<file path="src/design/cps_pkg.sv">
// Package for the configuration port sequencer: timing counts, flash
// command, state encoding and the packed carriers shared by the design.
// Assumes a 100 MHz system clock; every count except MCLK_HALF_CYC is derived from the clock period.
package cps_pkg;

  // ****************************************************************
  // Timing
  // ****************************************************************
  localparam int CLK_PERIOD_NS   = 10;
  // Longest program pulse that must be ignored, rounded up to samples
  localparam int PRGM_REJECT_NS  = 25;
  localparam int PRGM_REJECT_CYC = (PRGM_REJECT_NS + CLK_PERIOD_NS - 1) / CLK_PERIOD_NS;
  localparam logic [2:0] PRGM_ACCEPT_CNT = 3'(PRGM_REJECT_CYC);
  // Latest completion pull-down after the program request, rounded down
  localparam int DONE_LOW_MAX_NS  = 150;
  localparam int DONE_LOW_MAX_CYC = DONE_LOW_MAX_NS / CLK_PERIOD_NS;
  // Memory clear time while the readiness indicator is held low
  localparam int INIT_LOW_NS      = 55000;
  localparam int INIT_LOW_CYC     = INIT_LOW_NS / CLK_PERIOD_NS;
  // Readiness release to flash select low, least time rounded up
  localparam int CS_DELAY_NS      = 100;
  localparam int CS_DELAY_CYC     = (CS_DELAY_NS + CLK_PERIOD_NS - 1) / CLK_PERIOD_NS;
  localparam int CS_DELAY_MAX_NS  = 200;
  localparam int CS_DELAY_MAX_CYC = CS_DELAY_MAX_NS / CLK_PERIOD_NS;
  // Readiness release to first serial clock edge, least time rounded up
  localparam int MCLK_FIRST_NS    = 750;
  localparam int MCLK_FIRST_CYC   = (MCLK_FIRST_NS + CLK_PERIOD_NS - 1) / CLK_PERIOD_NS;
  // Half period of the driven serial clock in system cycles
  localparam int MCLK_HALF_CYC    = 4;
  localparam int CNT_W            = 16;

  // ****************************************************************
  // Flash read command
  // ****************************************************************
  localparam logic [7:0]  FLASH_READ_CMD   = 8'h03;
  localparam logic [23:0] FLASH_START_ADDR = 24'h00_0000;
  localparam int          CMD_BITS         = 32;

  // ****************************************************************
  // Types
  // ****************************************************************
  typedef enum logic [2:0] {
    CPS_CLEAR,
    CPS_WAIT,
    CPS_CMD,
    CPS_LOAD,
    CPS_DONE
  } cps_state_type;

  typedef struct packed {
    logic       valid;
    logic [7:0] data;
  } cps_byte_type;

  typedef struct packed {
    cps_state_type    st;
    logic             master;
    logic [CNT_W-1:0] cnt;
    logic [CNT_W-1:0] bits;
    logic [31:0]      shreg;
    logic             sclk;
    logic             csn;
    logic             dout;
    logic [2:0]       prog_cnt;
    logic [1:0]       prog_s;
    logic [2:0]       sck_s;
    logic [1:0]       sdi_s;
    logic [1:0]       sdo_s;
    logic [1:0]       ssn_s;
    logic [1:0]       mode_s;
    cps_byte_type     byte_out;
  } cps_regs_type;

  localparam cps_regs_type CPS_REGS_RESET = '{
    st:      CPS_CLEAR,
    csn:     1'h1,
    prog_s:  2'h3,
    ssn_s:   2'h3,
    default: '0
  };

endpackage

</file>
<file path="src/design/cps_config_port_sequencer.sv">
// Configuration port sequencer: program request filter, readiness and
// completion indicators, slave serial loading and master serial flash read.
// Assumes every pin input is asynchronous to clock; open-drain pins are
// resolved outside from the _out/_oe pairs.
//
// Summary of operation
// - A low program request starts a fresh configuration sequence.
// - Program request low pulses of 25 ns or less are ignored.
// - Readiness indicator is open drain, pull-up enabled during configuration.
// - Completion indicator is open drain, released when loading has finished.
// - Slave mode: host drives serial clock; master mode: device drives it.
// - Master mode: device drives flash select low while reading the flash.
// - Slave data enters on serial in; master sends there, receives on serial out.
`timescale 1ns/1ns
`default_nettype none

module cps_config_port_sequencer #(
  parameter int CLEAR_CYCLES = cps_pkg::INIT_LOW_CYC,
  parameter int CONFIG_BITS  = 1024
) (
  input  wire logic           clock,
  input  wire logic           reset_n,
  input  wire logic           program_request_n,
  input  wire logic           master_multi_boot_mode,
  input  wire logic           ready_for_config_n_in,
  output logic                ready_for_config_n_out,
  output logic                ready_for_config_n_oe,
  output logic                ready_pullup_enable,
  input  wire logic           config_done_in,
  output logic                config_done_out,
  output logic                config_done_oe,
  input  wire logic           config_serial_clock_in,
  output logic                config_serial_clock_out,
  output logic                config_serial_clock_oe,
  input  wire logic           slave_select_n,
  output logic                flash_select_out_n,
  input  wire logic           serial_in_line_in,
  output logic                serial_in_line_out,
  output logic                serial_in_line_oe,
  input  wire logic           serial_out_line_in,
  output logic                serial_out_line_out,
  output logic                serial_out_line_oe,
  output logic                user_io_enable,
  output cps_pkg::cps_byte_type config_byte
);

  // ****************************************************************
  // State
  // ****************************************************************
  cps_pkg::cps_regs_type s_q;
  cps_pkg::cps_regs_type s_d;
  logic                  accept;
  logic                  rise_ph;
  logic                  fall_ph;
  logic                  take;
  logic                  bit_in;

  // Next state: synchronisers, filter, sequence
  always_comb begin
    s_d      = s_q;
    accept   = 1'h0;
    take     = 1'h0;
    bit_in   = 1'h0;
    rise_ph  = (s_q.cnt == 16'(cps_pkg::MCLK_HALF_CYC - 1));
    fall_ph  = (s_q.cnt == 16'(2 * cps_pkg::MCLK_HALF_CYC - 1));
    s_d.byte_out.valid = 1'h0;
    // Two flops on every sampled pin, three on the serial clock; only stage 1 and later are read
    s_d.prog_s = {s_q.prog_s[0], program_request_n};
    s_d.sck_s  = {s_q.sck_s[1:0], config_serial_clock_in};
    s_d.sdi_s  = {s_q.sdi_s[0], serial_in_line_in};
    s_d.sdo_s  = {s_q.sdo_s[0], serial_out_line_in};
    s_d.ssn_s  = {s_q.ssn_s[0], slave_select_n};
    s_d.mode_s = {s_q.mode_s[0], master_multi_boot_mode};
    // Count consecutive low samples; accept once, on the sample after the reject window
    if (s_q.prog_s[1]) begin
      s_d.prog_cnt = 3'h0;
    end else if (s_q.prog_cnt != cps_pkg::PRGM_ACCEPT_CNT + 3'h1) begin
      s_d.prog_cnt = s_q.prog_cnt + 3'h1;
    end
    accept = !s_q.prog_s[1] && (s_q.prog_cnt == cps_pkg::PRGM_ACCEPT_CNT);
    case (s_q.st)
      cps_pkg::CPS_CLEAR: begin
        // A request still held low keeps the clear running
        s_d.cnt = s_q.prog_s[1] ? s_q.cnt + 16'h0001 : 16'h0000;
        if (s_q.cnt == 16'(CLEAR_CYCLES - 1)) begin
          s_d.st     = cps_pkg::CPS_WAIT;
          s_d.cnt    = 16'h0000;
          s_d.bits   = 16'h0000;
          s_d.master = s_q.mode_s[1];
        end
      end
      cps_pkg::CPS_WAIT: begin
        if (!s_q.master) begin
          s_d.st = cps_pkg::CPS_LOAD;
        end else begin
          s_d.cnt = s_q.cnt + 16'h0001;
          if (s_q.cnt == 16'(cps_pkg::CS_DELAY_CYC - 1)) begin
            s_d.csn = 1'h0;
          end
          // Clock starts well after the select, giving the flash its set-up
          if (s_q.cnt == 16'(cps_pkg::MCLK_FIRST_CYC - 1)) begin
            s_d.st    = cps_pkg::CPS_CMD;
            s_d.cnt   = 16'h0000;
            s_d.shreg = {cps_pkg::FLASH_READ_CMD, cps_pkg::FLASH_START_ADDR};
            s_d.dout  = cps_pkg::FLASH_READ_CMD[7];
          end
        end
      end
      cps_pkg::CPS_CMD: begin
        s_d.cnt = fall_ph ? 16'h0000 : s_q.cnt + 16'h0001;
        if (rise_ph) begin
          s_d.sclk = 1'h1;
          s_d.bits = s_q.bits + 16'h0001;
        end else if (fall_ph) begin
          s_d.sclk  = 1'h0;
          s_d.shreg = {s_q.shreg[30:0], 1'h0};
          s_d.dout  = s_q.shreg[30];
          if (s_q.bits == 16'(cps_pkg::CMD_BITS)) begin
            s_d.st   = cps_pkg::CPS_LOAD;
            s_d.bits = 16'h0000;
            s_d.dout = 1'h0;
          end
        end
      end
      cps_pkg::CPS_LOAD: begin
        if (s_q.master) begin
          s_d.cnt = fall_ph ? 16'h0000 : s_q.cnt + 16'h0001;
          if (rise_ph) begin
            s_d.sclk = 1'h1;
          end else if (fall_ph) begin
            s_d.sclk = 1'h0;
          end
          take   = rise_ph;
          bit_in = s_q.sdo_s[1];
        end else begin
          // Host clock edge seen on the synchronised copy; select gates it
          take   = s_q.sck_s[1] && !s_q.sck_s[2] && !s_q.ssn_s[1];
          bit_in = s_q.sdi_s[1];
        end
        if (take) begin
          s_d.shreg = {s_q.shreg[30:0], bit_in};
          s_d.bits  = s_q.bits + 16'h0001;
          if (s_q.bits[2:0] == 3'h7) begin
            s_d.byte_out.valid = 1'h1;
            s_d.byte_out.data  = {s_q.shreg[6:0], bit_in};
          end
          if (s_q.bits == 16'(CONFIG_BITS - 1)) begin
            s_d.st   = cps_pkg::CPS_DONE;
            s_d.csn  = 1'h1;
            s_d.sclk = 1'h0;
          end
        end
      end
      cps_pkg::CPS_DONE: begin
        s_d.cnt = 16'h0000;
      end
      default: begin
        s_d.st = cps_pkg::CPS_CLEAR;
      end
    endcase
    // A new request overrides whatever the sequence was doing
    if (accept) begin
      s_d.st   = cps_pkg::CPS_CLEAR;
      s_d.cnt  = 16'h0000;
      s_d.csn  = 1'h1;
      s_d.sclk = 1'h0;
      s_d.dout = 1'h0;
    end
  end

  // State register
  always_ff @(posedge clock or negedge reset_n) begin
    if (!reset_n) begin
      s_q <= cps_pkg::CPS_REGS_RESET;
    end else begin
      s_q <= s_d;
    end
  end

  // ****************************************************************
  // Pins
  // ****************************************************************
  // Open-drain pins only ever pull low; the board supplies the high level
  assign ready_for_config_n_out  = 1'h0;
  assign ready_for_config_n_oe   = (s_q.st == cps_pkg::CPS_CLEAR);
  assign ready_pullup_enable     = (s_q.st != cps_pkg::CPS_DONE);
  assign config_done_out         = 1'h0;
  assign config_done_oe          = (s_q.st != cps_pkg::CPS_DONE);
  assign config_serial_clock_out = s_q.sclk;
  assign config_serial_clock_oe  = s_q.master && (s_q.st != cps_pkg::CPS_CLEAR);
  assign flash_select_out_n      = s_q.csn;
  assign serial_in_line_out      = s_q.dout;
  assign serial_in_line_oe       = s_q.master && (s_q.st == cps_pkg::CPS_CMD);
  // No read-back path in slave mode, so the output line is never driven
  assign serial_out_line_out     = 1'h0;
  assign serial_out_line_oe      = 1'h0;
  assign user_io_enable          = (s_q.st == cps_pkg::CPS_DONE);
  assign config_byte             = s_q.byte_out;

  // ****************************************************************
  // Checks
  // ****************************************************************
  localparam int CS_LO = cps_pkg::CS_DELAY_CYC;
  localparam int CS_HI = cps_pkg::CS_DELAY_MAX_CYC;
endmodule

`default_nettype wire

</file>
<file path="config.mk">
export PLATFORM = sky130hd
export DESIGN_NAME = cps_config_port_sequencer
export DESIGN_NICKNAME = d
export VERILOG_FILES = /design/src/design/cps_pkg.sv /design/src/design/cps_config_port_sequencer.sv
export SDC_FILE = /design/constraint.sdc
export NUM_CORES = 1
export LEC_CHECK = 0
export BUFFER_PORTS_ARGS = -buffer_cell sky130_fd_sc_hd__buf_2
export CAP_MARGIN = 30
export CORE_MARGIN = 1
export CORE_UTILIZATION = 68
export CTS_BUF_LIST = sky130_fd_sc_hd__clkbuf_8
export CTS_CLUSTER_SIZE = 25
export DETAILED_ROUTE_END_ITERATION = 7
export MAX_ROUTING_LAYER = met4
export PLACE_DENSITY_LB_ADDON = 0.3
export SYNTH_ARGS = -nofsm -noshare
export SYNTH_HDL_FRONTEND = slang
export SYNTH_SLANG_ARGS = --single-unit
</file>
<file path="constraint.sdc">
create_clock -name clock -period 4.2 [get_ports clock]
set_clock_uncertainty 0.05 [all_clocks]
set_input_delay 0.21 -clock clock [delete_from_list [all_inputs] [get_ports clock]]
set_output_delay 0.21 -clock clock [all_outputs]
set_load 0.01 [all_outputs]
</file>
# Word-level counts from Yosys, hierarchy flattened
# Cells that the tools add are included.
[totals]
reg_bits = 95
inputBits = 10
output_inout_bits = 22
[classes]
add_sub_neg = 3
eq_ne = 36
muxes = 49
n_reduce_logical = 26
[ops]
columns = ["operator", "count"]
rows = [
  ["16-bit two-way mux", 8],
  ["31-bit two-way mux", 3],
  ["31-bit case mux with 3 select lines", 1],
  ["16-bit case mux with 5 select lines", 1],
  ["50-bit two-way mux", 1],
  ["49-bit two-way mux", 1],
  ["16-bit case mux with 3 select lines", 1],
  ["36-bit two-way mux", 1],
  ["3-bit inequality test (second input constant)", 12],
  ["3-bit two-way mux", 11],
  ["16-bit by 1-bit adder with 16-bit output (second input constant)", 2],
  ["9-bit two-way mux", 3],
  ["3-bit nonzero test", 6],
  ["16-bit by 10-bit equality test with 1-bit output (second input constant)", 1],
  ["16-bit by 13-bit equality test with 1-bit output (second input constant)", 1],
  ["16-bit by 2-bit equality test with 1-bit output (second input constant)", 1],
  ["16-bit by 3-bit equality test with 1-bit output (second input constant)", 1],
  ["16-bit by 4-bit equality test with 1-bit output (second input constant)", 1],
  ["16-bit by 6-bit equality test with 1-bit output (second input constant)", 1],
  ["16-bit by 7-bit equality test with 1-bit output (second input constant)", 1],
  ["3-bit case mux with 5 select lines", 1],
  ["5-bit AND reduction", 3],
  ["1-bit two-way mux", 12],
  ["3-bit by 2-bit equality test with 1-bit output (second input constant)", 3],
  ["other kinds (19)", 37],
]

# Logic depth before layout (Yosys ltp)
# Gate-level depths: netlist of the first run.
[depth]
word_depth = 8
mapped_depth = 8
depth_no_buf = 7

# Worst setup path after synthesis of the first run
# No wires, ideal clock.
[synth_path]
kind = "reg2reg"
start = "reg s_q[76] (netlist bit)"
end = "reg s_q[74] (netlist bit)"
setup_time_ns = 0.126
arrival_ns = 2.099
required_ns = 4.024
slack_ns = 1.925
stages_incl_launch_ff = 8
path_buffers = 1
cell_sequence = "dfrtp_1 > ha_1 > nor4b_2 > and4_1 > buf_2 > o22ai_1 > or4b_4 > a221o_1"
[synth_via]
elab_chain_len = 5
[synth_rtl]
columns = ["item", "line_no", "text"]
rows = [
  ["start: declaration", "cps_config_port_sequencer.sv:50", "cps_pkg::cps_regs_type s_q;"],
  ["start signal: assignment", "cps_config_port_sequencer.sv:174", "s_q <= cps_pkg::CPS_REGS_RESET;"],
  ["16-bit by 2-bit equality test with 1-bit output", "cps_config_port_sequencer.sv:64", "rise_ph = (s_q.cnt == 16'(cps_pkg::MCLK_HALF_CYC - 1));"],
  ["1-bit two-way mux", "cps_config_port_sequencer.sv:126", "if (s_q.master) begin"],
  ["1-bit two-way mux", "cps_config_port_sequencer.sv:81", "case (s_q.st)"],
  ["2-bit by 1-bit inequality test with 1-bit output (no source line)", "n/a", ""],
  ["5-bit AND reduction (no source line)", "n/a", ""],
]
# Parallel ways exist; a longest one is shown, timed or not. The select of a mux whose other input is x is not followed.
# A chain may end at the register's enable or synchronous reset.

# Worst setup path in the final report of the first run
[layout_path]
start = "reg s_q[77] (netlist bit)"
end = "reg s_q (netlist bit config_byte[0])"
[layout_via]
elab_chain_len = 4
[layout_rtl]
columns = ["item", "line_no"]
rows = [
  ["16-bit by 2-bit equality test with 1-bit output", "cps_config_port_sequencer.sv:64"],
  ["1-bit two-way mux", "cps_config_port_sequencer.sv:126"],
  ["1-bit two-way mux", "cps_config_port_sequencer.sv:81"],
  ["3-bit AND reduction (no source line)", "n/a"],
]
# Every way passes these cells. The select of a mux whose other input is x is not followed.

==> results of run 1 <==
## cells by family (layout without fill, tap and decap cells)
family / after synthesis / after routing / synth area share, %
fa+ha+maj: 9 / 9 / 2.24
other cells: 1 / 4 / 0.0746
mux: 41 / 41 / 9.08
compound gates: 99 / 99 / 13.2
buf+inv: 57 / 72 / 6.07
flops: 95 / 95 / 47.4
simple gates: 169 / 169 / 19.6
xor+xnor: 13 / 13 / 2.26
## report_power, final
group	internal [mW]	leakage (nW)	switching (mW)
logic	0.0483	1.15	0.0791
registers	0.947	1.28	0.0234
clock network	0.247	0.0993	0.341
total	1.24	2.53	0.443
## worst min-delay path by stage
| stage | end | cells past startpoint |
|---|---|---|
| 6_report | s_q[16] | 0 |
| 3_5_place_dp | s_d[21] | 1 |
| 5_1_grt | s_q[21] | 0 |
| 2_1_floorplan | config_byte[0] | 0 |
| 4_1_cts | s_q[16] | 0 |
| 3_3_place_gp | s_q[65] | 1 |
## layout make-up
type / count / area, µm²
well taps: 96 / 120
multi-input cells: 335 / 2360
inverters: 17 / 63.8
repair buffers: 39 / 250
clock inverters: 6 / 63.8
fillers: 471 / 1600
flip-flops and latches: 95 / 2380
clock buffers: 10 / 138
## worst max-delay path, stage by stage (launching register included)
cell and delay [ns]:
dfrtp_1 0.45, ha_1 0.30, nor3b_1 0.25, nand2_1 0.14, o21ai_0 0.64, nand4_2 0.41, mux2_2 0.39
## state kept, by name, summed over array words and instances (netlist names)
register and cells:
flash_select_out_n 1, config_serial_clock_out 1, serial_in_line_out 1, config_byte 9, s_d 7, s_q 76
## routing by layer
metal	vias up	share of wire (%)	global-route usage, %
met1	1879	44	38.3
met5	-	0	-
met4	0	1.4	7.45
met3	16	5.4	6.60
li1	1777	-	-
met2	133	49	46.6
## through the flow
stage	area, µm²	setup slack (ns)	std cells	total power, mW	hold WS (ns)
after floorplan	5040	1.92	487	1.06	-0.136
after global placement	5110	1.56	575	1.10	0.261
after detailed placement	5110	1.52	575	1.11	0.266
after CTS	5380	1.49	598	1.70	0.312
after global routing	5380	1.24	598	1.76	0.313
final	5380	1.46	598	1.68	0.309
## placed cells by master (no fill, tap or decap), drive strengths merged, types with 8 or more instances in the layout
cell and instances:
and4 10, dfrtp 90, nand4 12, nor3 9
buf 32, clkbuf 10, nor2 15, and3 38
a21oi 31, nand2b 8, o21ai 14, xnor2 8
mux2 37, nand3 15, a31oi 10, nand2 34
ha 9, inv 19
## repair_timing
item | CTS | global route
endpoints found under the setup margin | 0 | 0
hold endpoints to repair | 62 | 0
hold buffers | 7 | 0
==> impl_metrics.tcl, run 1 <==
set metrics [dict create \
    track_usage_pct 29.3 \
    worstSetupStartpoint "s_q[77]" \
    synth_area_leader_cell "dfrtp_1" \
    synth.most_common_cell "dfrtp_1" \
    worstSetupStartpointType "flip-flop" \
    area_growth_pct 6.97 \
    syn_inst 484 \
    clockBufferDepth 2 \
    fmax_mhz 365 \
    grt_max_degree 59 \
    synth_edf_count 0 \
    max_slew_margin_pct 49.2 \
    ys.flop_type "dfrtp_1" \
    grt_pass1_wl_mm 16.8 \
    final_util_pct 77.0 \
    vias 3805 \
    post_cts_buffers 0 \
    crit_required_ns 4.40 \
    async_flop_share_pct 100 \
    cts_made_buffers 9 \
    status "completed" \
    r2r_slack_ns 1.46 \
    drtIter0Drc 295 \
    syn_area_per_cell_um2 10.4 \
    antenna_found_initial 0 \
    clock_sink_count 95 \
    max_slew.worst_pin.slew_ns 0.754 \
    routedWlPerCell_um 16.7 \
    powerDensity_mw_per_mm2 313 \
    setup_violations 0 \
    leakagePower_nw 2.53 \
    cts-resized-gates 0 \
    totalWireLength_mm 10.0 \
    tns_ns 0 \
    place_congestion 0.953 \
    drv_cap 0 \
    drive_gt1_share_pct 21.7 \
    clk_latency_ns 0.36 \
    critPathCaptureType "flip-flop" \
    coreArea_mm2 0.00698 \
    arrival_ns 2.94 \
    n_antenna_cell 0 \
    min_from "s_d[16]" \
    synth_top_area_share_pct 44.8 \
    ios 32 \
    synth_seq_cells 95 \
    dr.pass1.iters 6 \
    slew_viol_final 0 \
    syn_area_mm2 0.00503 \
    synth_area_leaders "dfrtp_1, mux2_2, and3_1, a21oi_1, dfstp_2" \
    synth-seq-area-share_pct 47.4 \
    grt_pass1_vias 3520 \
    clk_pin_slew_ns 0.10 \
    cts_root_buffer "clkbuf_8" \
    h-tree-depth 3 \
    die_x_um 88.0 \
    fp-row-count 30 \
    finalCritPeriodShare_pct 65.3 \
    ir_drop_v 0.000339 \
    nNetsFinal 516 \
    dp_hpwl_mm 6.76 \
    rsz0062_at_grt "no" \
    min_period_ns 2.74 \
    endpoint "config_byte[0]" \
    dieArea_mm2 0.00774 \
    cp_max_fo 9 \
    floorplan.initialDensity_pct 72.0 \
    drcViolationCount 0 \
    synth_commonest_cells "dfrtp_1, mux2_2, and3_1" \
    portBuffers 25 \
    r2r-start "s_q[77]" \
    fp.dieH_um 88.0 \
    cts_tree "built" \
    synth_cell_types 64 \
    r2r-end "config_byte[0]" \
    grt_overflow_total 0 \
    hold_path_class "reg -> reg" \
    antenna_left 0 \
    yosysWarnings 0 \
    report.final.hold_viol_count 0 \
    crit_type "reg -> reg" \
    viasPerCell 6.36 \
    ff2ff_path_depth 6 \
]
(Power assumes the default switching activity.)
==> inputs of run 2 (changes only) <==
--- a/config.mk
+++ b/config.mk
@@ -5,10 +5,11 @@
 export SDC_FILE = /design/constraint.sdc
 export NUM_CORES = 1
 export LEC_CHECK = 0
+export ABC_AREA = 1
 export BUFFER_PORTS_ARGS = -buffer_cell sky130_fd_sc_hd__buf_2
 export CAP_MARGIN = 30
 export CORE_MARGIN = 1
-export CORE_UTILIZATION = 68
+export CORE_UTILIZATION = 64
 export CTS_BUF_LIST = sky130_fd_sc_hd__clkbuf_8
 export CTS_CLUSTER_SIZE = 25
 export DETAILED_ROUTE_END_ITERATION = 7
==> constraint.sdc (replaced) <==
create_clock -name clock -period 2.6 [get_ports clock]
set_clock_uncertainty 0.05 [all_clocks]
set_input_delay 0.13 -clock clock [delete_from_list [all_inputs] [get_ports clock]]
set_output_delay 0.13 -clock clock [all_outputs]
set_load 0.01 [all_outputs]
==> run 2 against run 1 <==
  * Cell area is 11% higher
  * Maximum frequency rose by 19%
  * Synthesized cell count up 52%
  * Critical endpoint is now s_q[37]
  * Global-route usage decreased by 1.7 points
  * Routed wire length rose by 13%
  * Highest routed layer unchanged
  * Largest power group unchanged
==> impl_metrics.tcl, run 2 <==
set metrics [dict create \
    fp.dieH_um 95.8 \
    multi_input_area_mm2 0.00274 \
    grt_overflow_total 0 \
    holdWs_ns 0.210 \
    grt_use_met2_pct 44.4 \
    largest_reg_flops 76 \
    status "completed" \
    async_flop_share_pct 100 \
    post_cts_buffers 0 \
    cp_slowest_cell "dfrtp_1" \
    grt_pass1_wl_mm 19.0 \
    synth_area_leader_cell "dfrtp_1" \
    track_usage_pct 27.6 \
    cts_made_buffers 9 \
    nNetsFinal 772 \
    place_congestion 0.941 \
    routedWlPerCell_um 13.1 \
    fp-row-count 33 \
    max_slew.worst_pin.slew_ns 0.583 \
    arrival_ns 2.57 \
    coreArea_mm2 0.00838 \
    syn_inst 737 \
    cpPeakStageDelay_ns 0.44 \
    clk_latency_ns 0.37 \
    cts_root_buffer "clkbuf_8" \
    n_antenna_cell 0 \
    cp_max_fo 29 \
    ir_drop_v 0.000472 \
    die_x_um 95.8 \
    powerDensity_mw_per_mm2 453 \
    clock_sink_count 95 \
    cts_tree "built" \
    grt.busiest_layer "met2" \
    synth_top_area_share_pct 40.0 \
    dp_hpwl_mm 7.93 \
    dieArea_mm2 0.00917 \
    h-tree-depth 3 \
    critPathCaptureType "flip-flop" \
    critPathMostFrequentCell "nand2_1" \
    rsz0062_at_grt "no" \
    pre_cts_slack_ns 0.326 \
    regArea_mm2 0.00238 \
    portBuffers 25 \
    setup_violations 0 \
    leakagePower_nw 2.95 \
    grt_pass1_vias 4270 \
    worstSetupStartpointType "flip-flop" \
    antenna_left 0 \
    crit_family "simple AND/OR/NAND/NOR gates" \
    min_period_ns 2.30 \
    fin_ws_ns 0.299 \
    hold_path_class "in -> async" \
    drive_gt1_share_pct 13.9 \
    clockBufferDepth 2 \
    totalWireLength_mm 11.3 \
    syn_area_mm2 0.00563 \
    synth_cell_types 42 \
    dr.pass1.iters 5 \
    report.final.hold_viol_count 0 \
    slew_viol_final 0 \
    antenna_found_initial 0 \
    ios 32 \
    worst-path-buf-inv 0 \
    crit_required_ns 2.87 \
    ys.flop_type "dfrtp_1" \
    tns_ns 0 \
    synth_edf_count 0 \
    synth-seq-area-share_pct 42.4 \
    synth_area_leaders "dfrtp_1, nand2_1, nand3_1, nor2_1, inv_1" \
    drv_cap 0 \
    syn_area_per_cell_um2 7.64 \
    viasPerCell 5.51 \
    crit_type "reg -> reg" \
    max_slew_margin_pct 61.0 \
    final_cell_mix "nand2_1, dfrtp_1, nor2_1" \
    fmax_mhz 435 \
    layout_commonest_cell "nand2_1" \
    final_cell_count_no_fill 863 \
    placedCellCount 840 \
    clk_pin_slew_ns 0.11 \
    grt_max_degree 42 \
    vias 4759 \
    use_met3_pct 3.71 \
    crit_chain "ha_1, nand2_1, nor2_4, nand3_4, nand2_4, nand2_2, a21boi_0, nand2_1, nand2_1" \
    synth_seq_cells 95 \
    drtIter0Drc 276 \
    drcViolationCount 0 \
    met1_usage_pct 35.5 \
    fill_cells 675 \
    synth_commonest_cells "nand2_1, dfrtp_1, nor2_1" \
    top_register "s_q" \
    synth.most_common_cell "nand2_1" \
    finalCritPeriodShare_pct 88.5 \
    yosysWarnings 0 \
    floorplan.initialDensity_pct 67.1 \
    area_growth_pct 6.02 \
]
-- run 2: changes by cell type after synthesis, sizes merged, moves of 8 or more --
cell    before  now
and3        38    0
nand2b       8    0
a21boi       2   27
inv         17   67
xor2         5   16
nand2       34  232
nand3       15   69
and4        10    0
o21ai       14   51
a21oi       31   10
a31oi       10    1
nor2        15   87
mux2        37    1
-- run 2: kinds of logic after synthesis --
group / count (synthesis) / synth area share, %
AOI/OAI and AO/OA: 101 / 11.5
xor gates and xnor gates: 17 / 2.65
muxes: 1 / 0.200
buffers and inverters: 107 / 9.12
adders and majority gates: 9 / 2.00
and+or+nand+nor: 406 / 32.1
DFF: 95 / 42.4
other: 1 / 0.0666
-- run 2: report_power, final --
part,internal (mW),switching [mW]
Sequential,1.53,0.0347
Clock,0.370,0.571
Combinational,0.0697,0.128
Total,1.97,0.734
-- run 2: through the flow --
stage | power, mW | area, µm² | util, %
6_report | 2.70 | 5970 | 71.2
2_1_floorplan | 1.70 | 5640 | -
4_1_cts | 2.74 | 5970 | 71.2
3_3_place_gp | 1.77 | 5710 | 68.1
5_1_grt | 2.83 | 5970 | 71.2
3_5_place_dp | 1.78 | 5710 | 68.1
-- run 2: layout make-up --
type,count,share of cell area (%)
flip-flops and latches,95,39.9
clock inverters,7,1.03
inverters,67,4.21
repair buffers,42,4.57
clock buffers,9,2.08
multi-input cells,538,46.0
well taps,105,2.20
-- run 2: final timing paths --
path,startpoint,endpoint,slack (ns),depth (start not counted)
max reg2reg,s_q[76],s_q[37],0.30,9
min,reset_n,s_q[73],0.21,2
min in group clock,s_d[18],s_d[19],0.32,0
max in group asynchronous,reset_n,s_q[21],1.49,3
min reg2reg,s_d[18],s_d[19],0.32,0
max,s_q[76],s_q[37],0.30,9
-- run 2: timing repair --
item,CTS,global route
hold buffers,7,0
resized for setup,0,0
endpoints found under the hold margin,42,0
endpoints found under the setup margin,0,0
-- run 2: per-layer routing --
| layer | routed length (µm) | up-vias |
|---|---|---|
| li1 | - | 2370 |
| met2 | 5440 | 107 |
| met3 | 376 | 24 |
| met4 | 206 | 0 |
| met1 | 5310 | 2258 |
| met5 | 0 | - |
==> inputs of run 3 (changes only) <==
--- a/config.mk
+++ b/config.mk
@@ -9,7 +9,7 @@
 export BUFFER_PORTS_ARGS = -buffer_cell sky130_fd_sc_hd__buf_2
 export CAP_MARGIN = 30
 export CORE_MARGIN = 1
-export CORE_UTILIZATION = 64
+export CORE_UTILIZATION = 30
 export CTS_BUF_LIST = sky130_fd_sc_hd__clkbuf_8
 export CTS_CLUSTER_SIZE = 25
 export DETAILED_ROUTE_END_ITERATION = 7
==> run 3 against run 2 <==
  * Clock-buffer cell count is the same
  * Largest cell class unchanged
  * Worst setup slack better by 0.12 ns
  * Critical path depth rose by 2
  * Die area grew 110%
  * Worst hold slack improved by 0.020 ns
  * Total power up 0.40%
  * Cell area rose by 3.4%
  * Sequential share of layout area down 1.3 points
  * Combinational power about the same
  * Global-route usage down 13 points
  * Routed wire length rose by 12%
==> impl_metrics.tcl, run 3 (synthesized netlist as in run 2, its figures left out) <==
set metrics [dict create \
    max_slew.worst_pin.slew_ns 0.597 \
    grt_pass1_vias 4437 \
    tns_ns 0 \
    placedCellCount 969 \
    crit_type "reg -> reg" \
    grt_pass1_wl_mm 22.2 \
    fp.dieH_um 139 \
    min_period_ns 2.19 \
    dp_hpwl_mm 8.81 \
    grt_max_degree 46 \
    fmax_mhz 458 \
    vias 4569 \
    drive_gt1_share_pct 14.4 \
    rsz0062_at_grt "no" \
    report.final.hold_viol_count 0 \
    finalPower_mw 2.71 \
    fp-row-count 49 \
    fill_cells 1947 \
    final_cell_count_no_fill 992 \
    track_usage_pct 14.7 \
    h-tree-depth 3 \
    hold_path_class "in -> async" \
    clock_sink_count 95 \
    worstSetupStartpoint "s_q[76]" \
    cp_max_fo 31 \
    worstSetupStartpointType "flip-flop" \
    grt_overflow_total 0 \
    ir_drop_v 0.000358 \
    portBuffers 25 \
    ff2ff_path_depth 11 \
    fin_ws_ns 0.415 \
    layout_commonest_cell "nand2_1" \
    dieArea_mm2 0.0193 \
    totalWireLength_mm 12.7 \
    antenna_found_initial 0 \
    slew_viol_final 0 \
    antenna_left 0 \
    finalCritPeriodShare_pct 84.0 \
    dr.pass1.iters 5 \
    nNetsFinal 777 \
    setup_violations 0 \
    ios 32 \
    cts_tree "built" \
    final_cell_mix "nand2_1, dfrtp_1, nor2_1" \
    crit_required_ns 2.88 \
    clk_latency_ns 0.39 \
    powerDensity_mw_per_mm2 440 \
    viasPerCell 4.61 \
    leakagePower_nw 2.97 \
    max_slew_margin_pct 60.2 \
    routedWlPerCell_um 12.8 \
    floorplan.initialDensity_pct 31.0 \
    endpoint "s_q[40]" \
    pre_cts_slack_ns 0.429 \
    drv_cap 0 \
    cts_made_buffers 9 \
    cts_root_buffer "clkbuf_8" \
    r2r_slack_ns 0.41 \
    drtIter0Drc 284 \
    top_register "s_q" \
    largest_reg_flops 76 \
    status "completed" \
    clockBufferDepth 2 \
    die_x_um 139 \
    place_congestion 0.857 \
    r2r-start "s_q[76]" \
    area_growth_pct 9.60 \
    clk_pin_slew_ns 0.10 \
    final_util_pct 34.0 \
    post_cts_buffers 0 \
    n_antenna_cell 0 \
    critPathCaptureType "flip-flop" \
    coreArea_mm2 0.0181 \
    r2r-end "s_q[40]" \
    arrival_ns 2.47 \
    drcViolationCount 0 \
]
[run 3: cell types whose count changed in the layout (fill, tap and decap cells not counted)]
cell	change
inv_6	-2
buf_12	+1
buf_4	+4
inv_8	-1
clkinv_4	+2
clkinvlp_4	+1
[run 3: cell type report]
cell class	count	area (µm²)	area share, %
well taps	229	287	4.65
inverters	67	251	4.08
clock inverters	7	57.6	0.933
repair buffers	47	323	5.23
multi-input cells	538	2740	44.5
flip-flops and latches	95	2380	38.6
clock buffers	9	124	2.01
[run 3: metrics by stage]
stage | hold slack (ns) | instance area (µm²)
6_report | 0.230 | 6170
5_1_grt | 0.290 | 6170
3_5_place_dp | 0.131 | 5920
4_1_cts | 0.243 | 6170
2_1_floorplan | -0.216 | 5640
3_3_place_gp | 0.129 | 5920
[run 3: repair_timing]
item	CTS	global route
hold endpoints to repair	48	0
hold buffers	7	0
resized for setup	0	0
[run 3: how the worst min path moves through the flow]
stage          cells past startpoint  slack (ns)  startpoint        endpoint
6_report                           2        0.23     reset_n         s_q[86]
2_1_floorplan                      0       -0.22     reset_n  config_byte[0]
5_1_grt                            2        0.29     reset_n         s_q[86]
3_3_place_gp                       1        0.13     reset_n         s_q[86]
4_1_cts                            2        0.24     reset_n         s_q[86]
3_5_place_dp                       1        0.13     reset_n         s_q[86]
[run 3: worst max-delay path, cell delays in order, from the launching register on]
cell and delay (ns):
dfrtp_1 0.44, ha_1 0.29, nand2_1 0.13, nor2_4 0.18
nand2_2 0.08, nand2_2 0.07, nand2_4 0.08, nand2_4 0.09
nand2_4 0.13, nor2_8 0.38, nand2_1 0.11, nand2_1 0.08
[run 3: layer usage]
layer | vias to the layer above | part of all wire, % | wire length, µm | global-route usage [%]
li1 | 2380 | - | - | -
met1 | 2125 | 52 | 6580 | 20.2
met2 | 50 | 44 | 5590 | 21.8
met3 | 14 | 2.4 | 305 | 2.59
met4 | 0 | 1.4 | 180 | 4.74
met5 | - | 0 | 0 | -
[run 3: where the power goes]
part / switching (mW) / leakage, nW / internal, mW
registers: 0.0331 / 1.28 / 1.53
logic: 0.127 / 1.60 / 0.0727
clock network: 0.592 / 0.0877 / 0.359
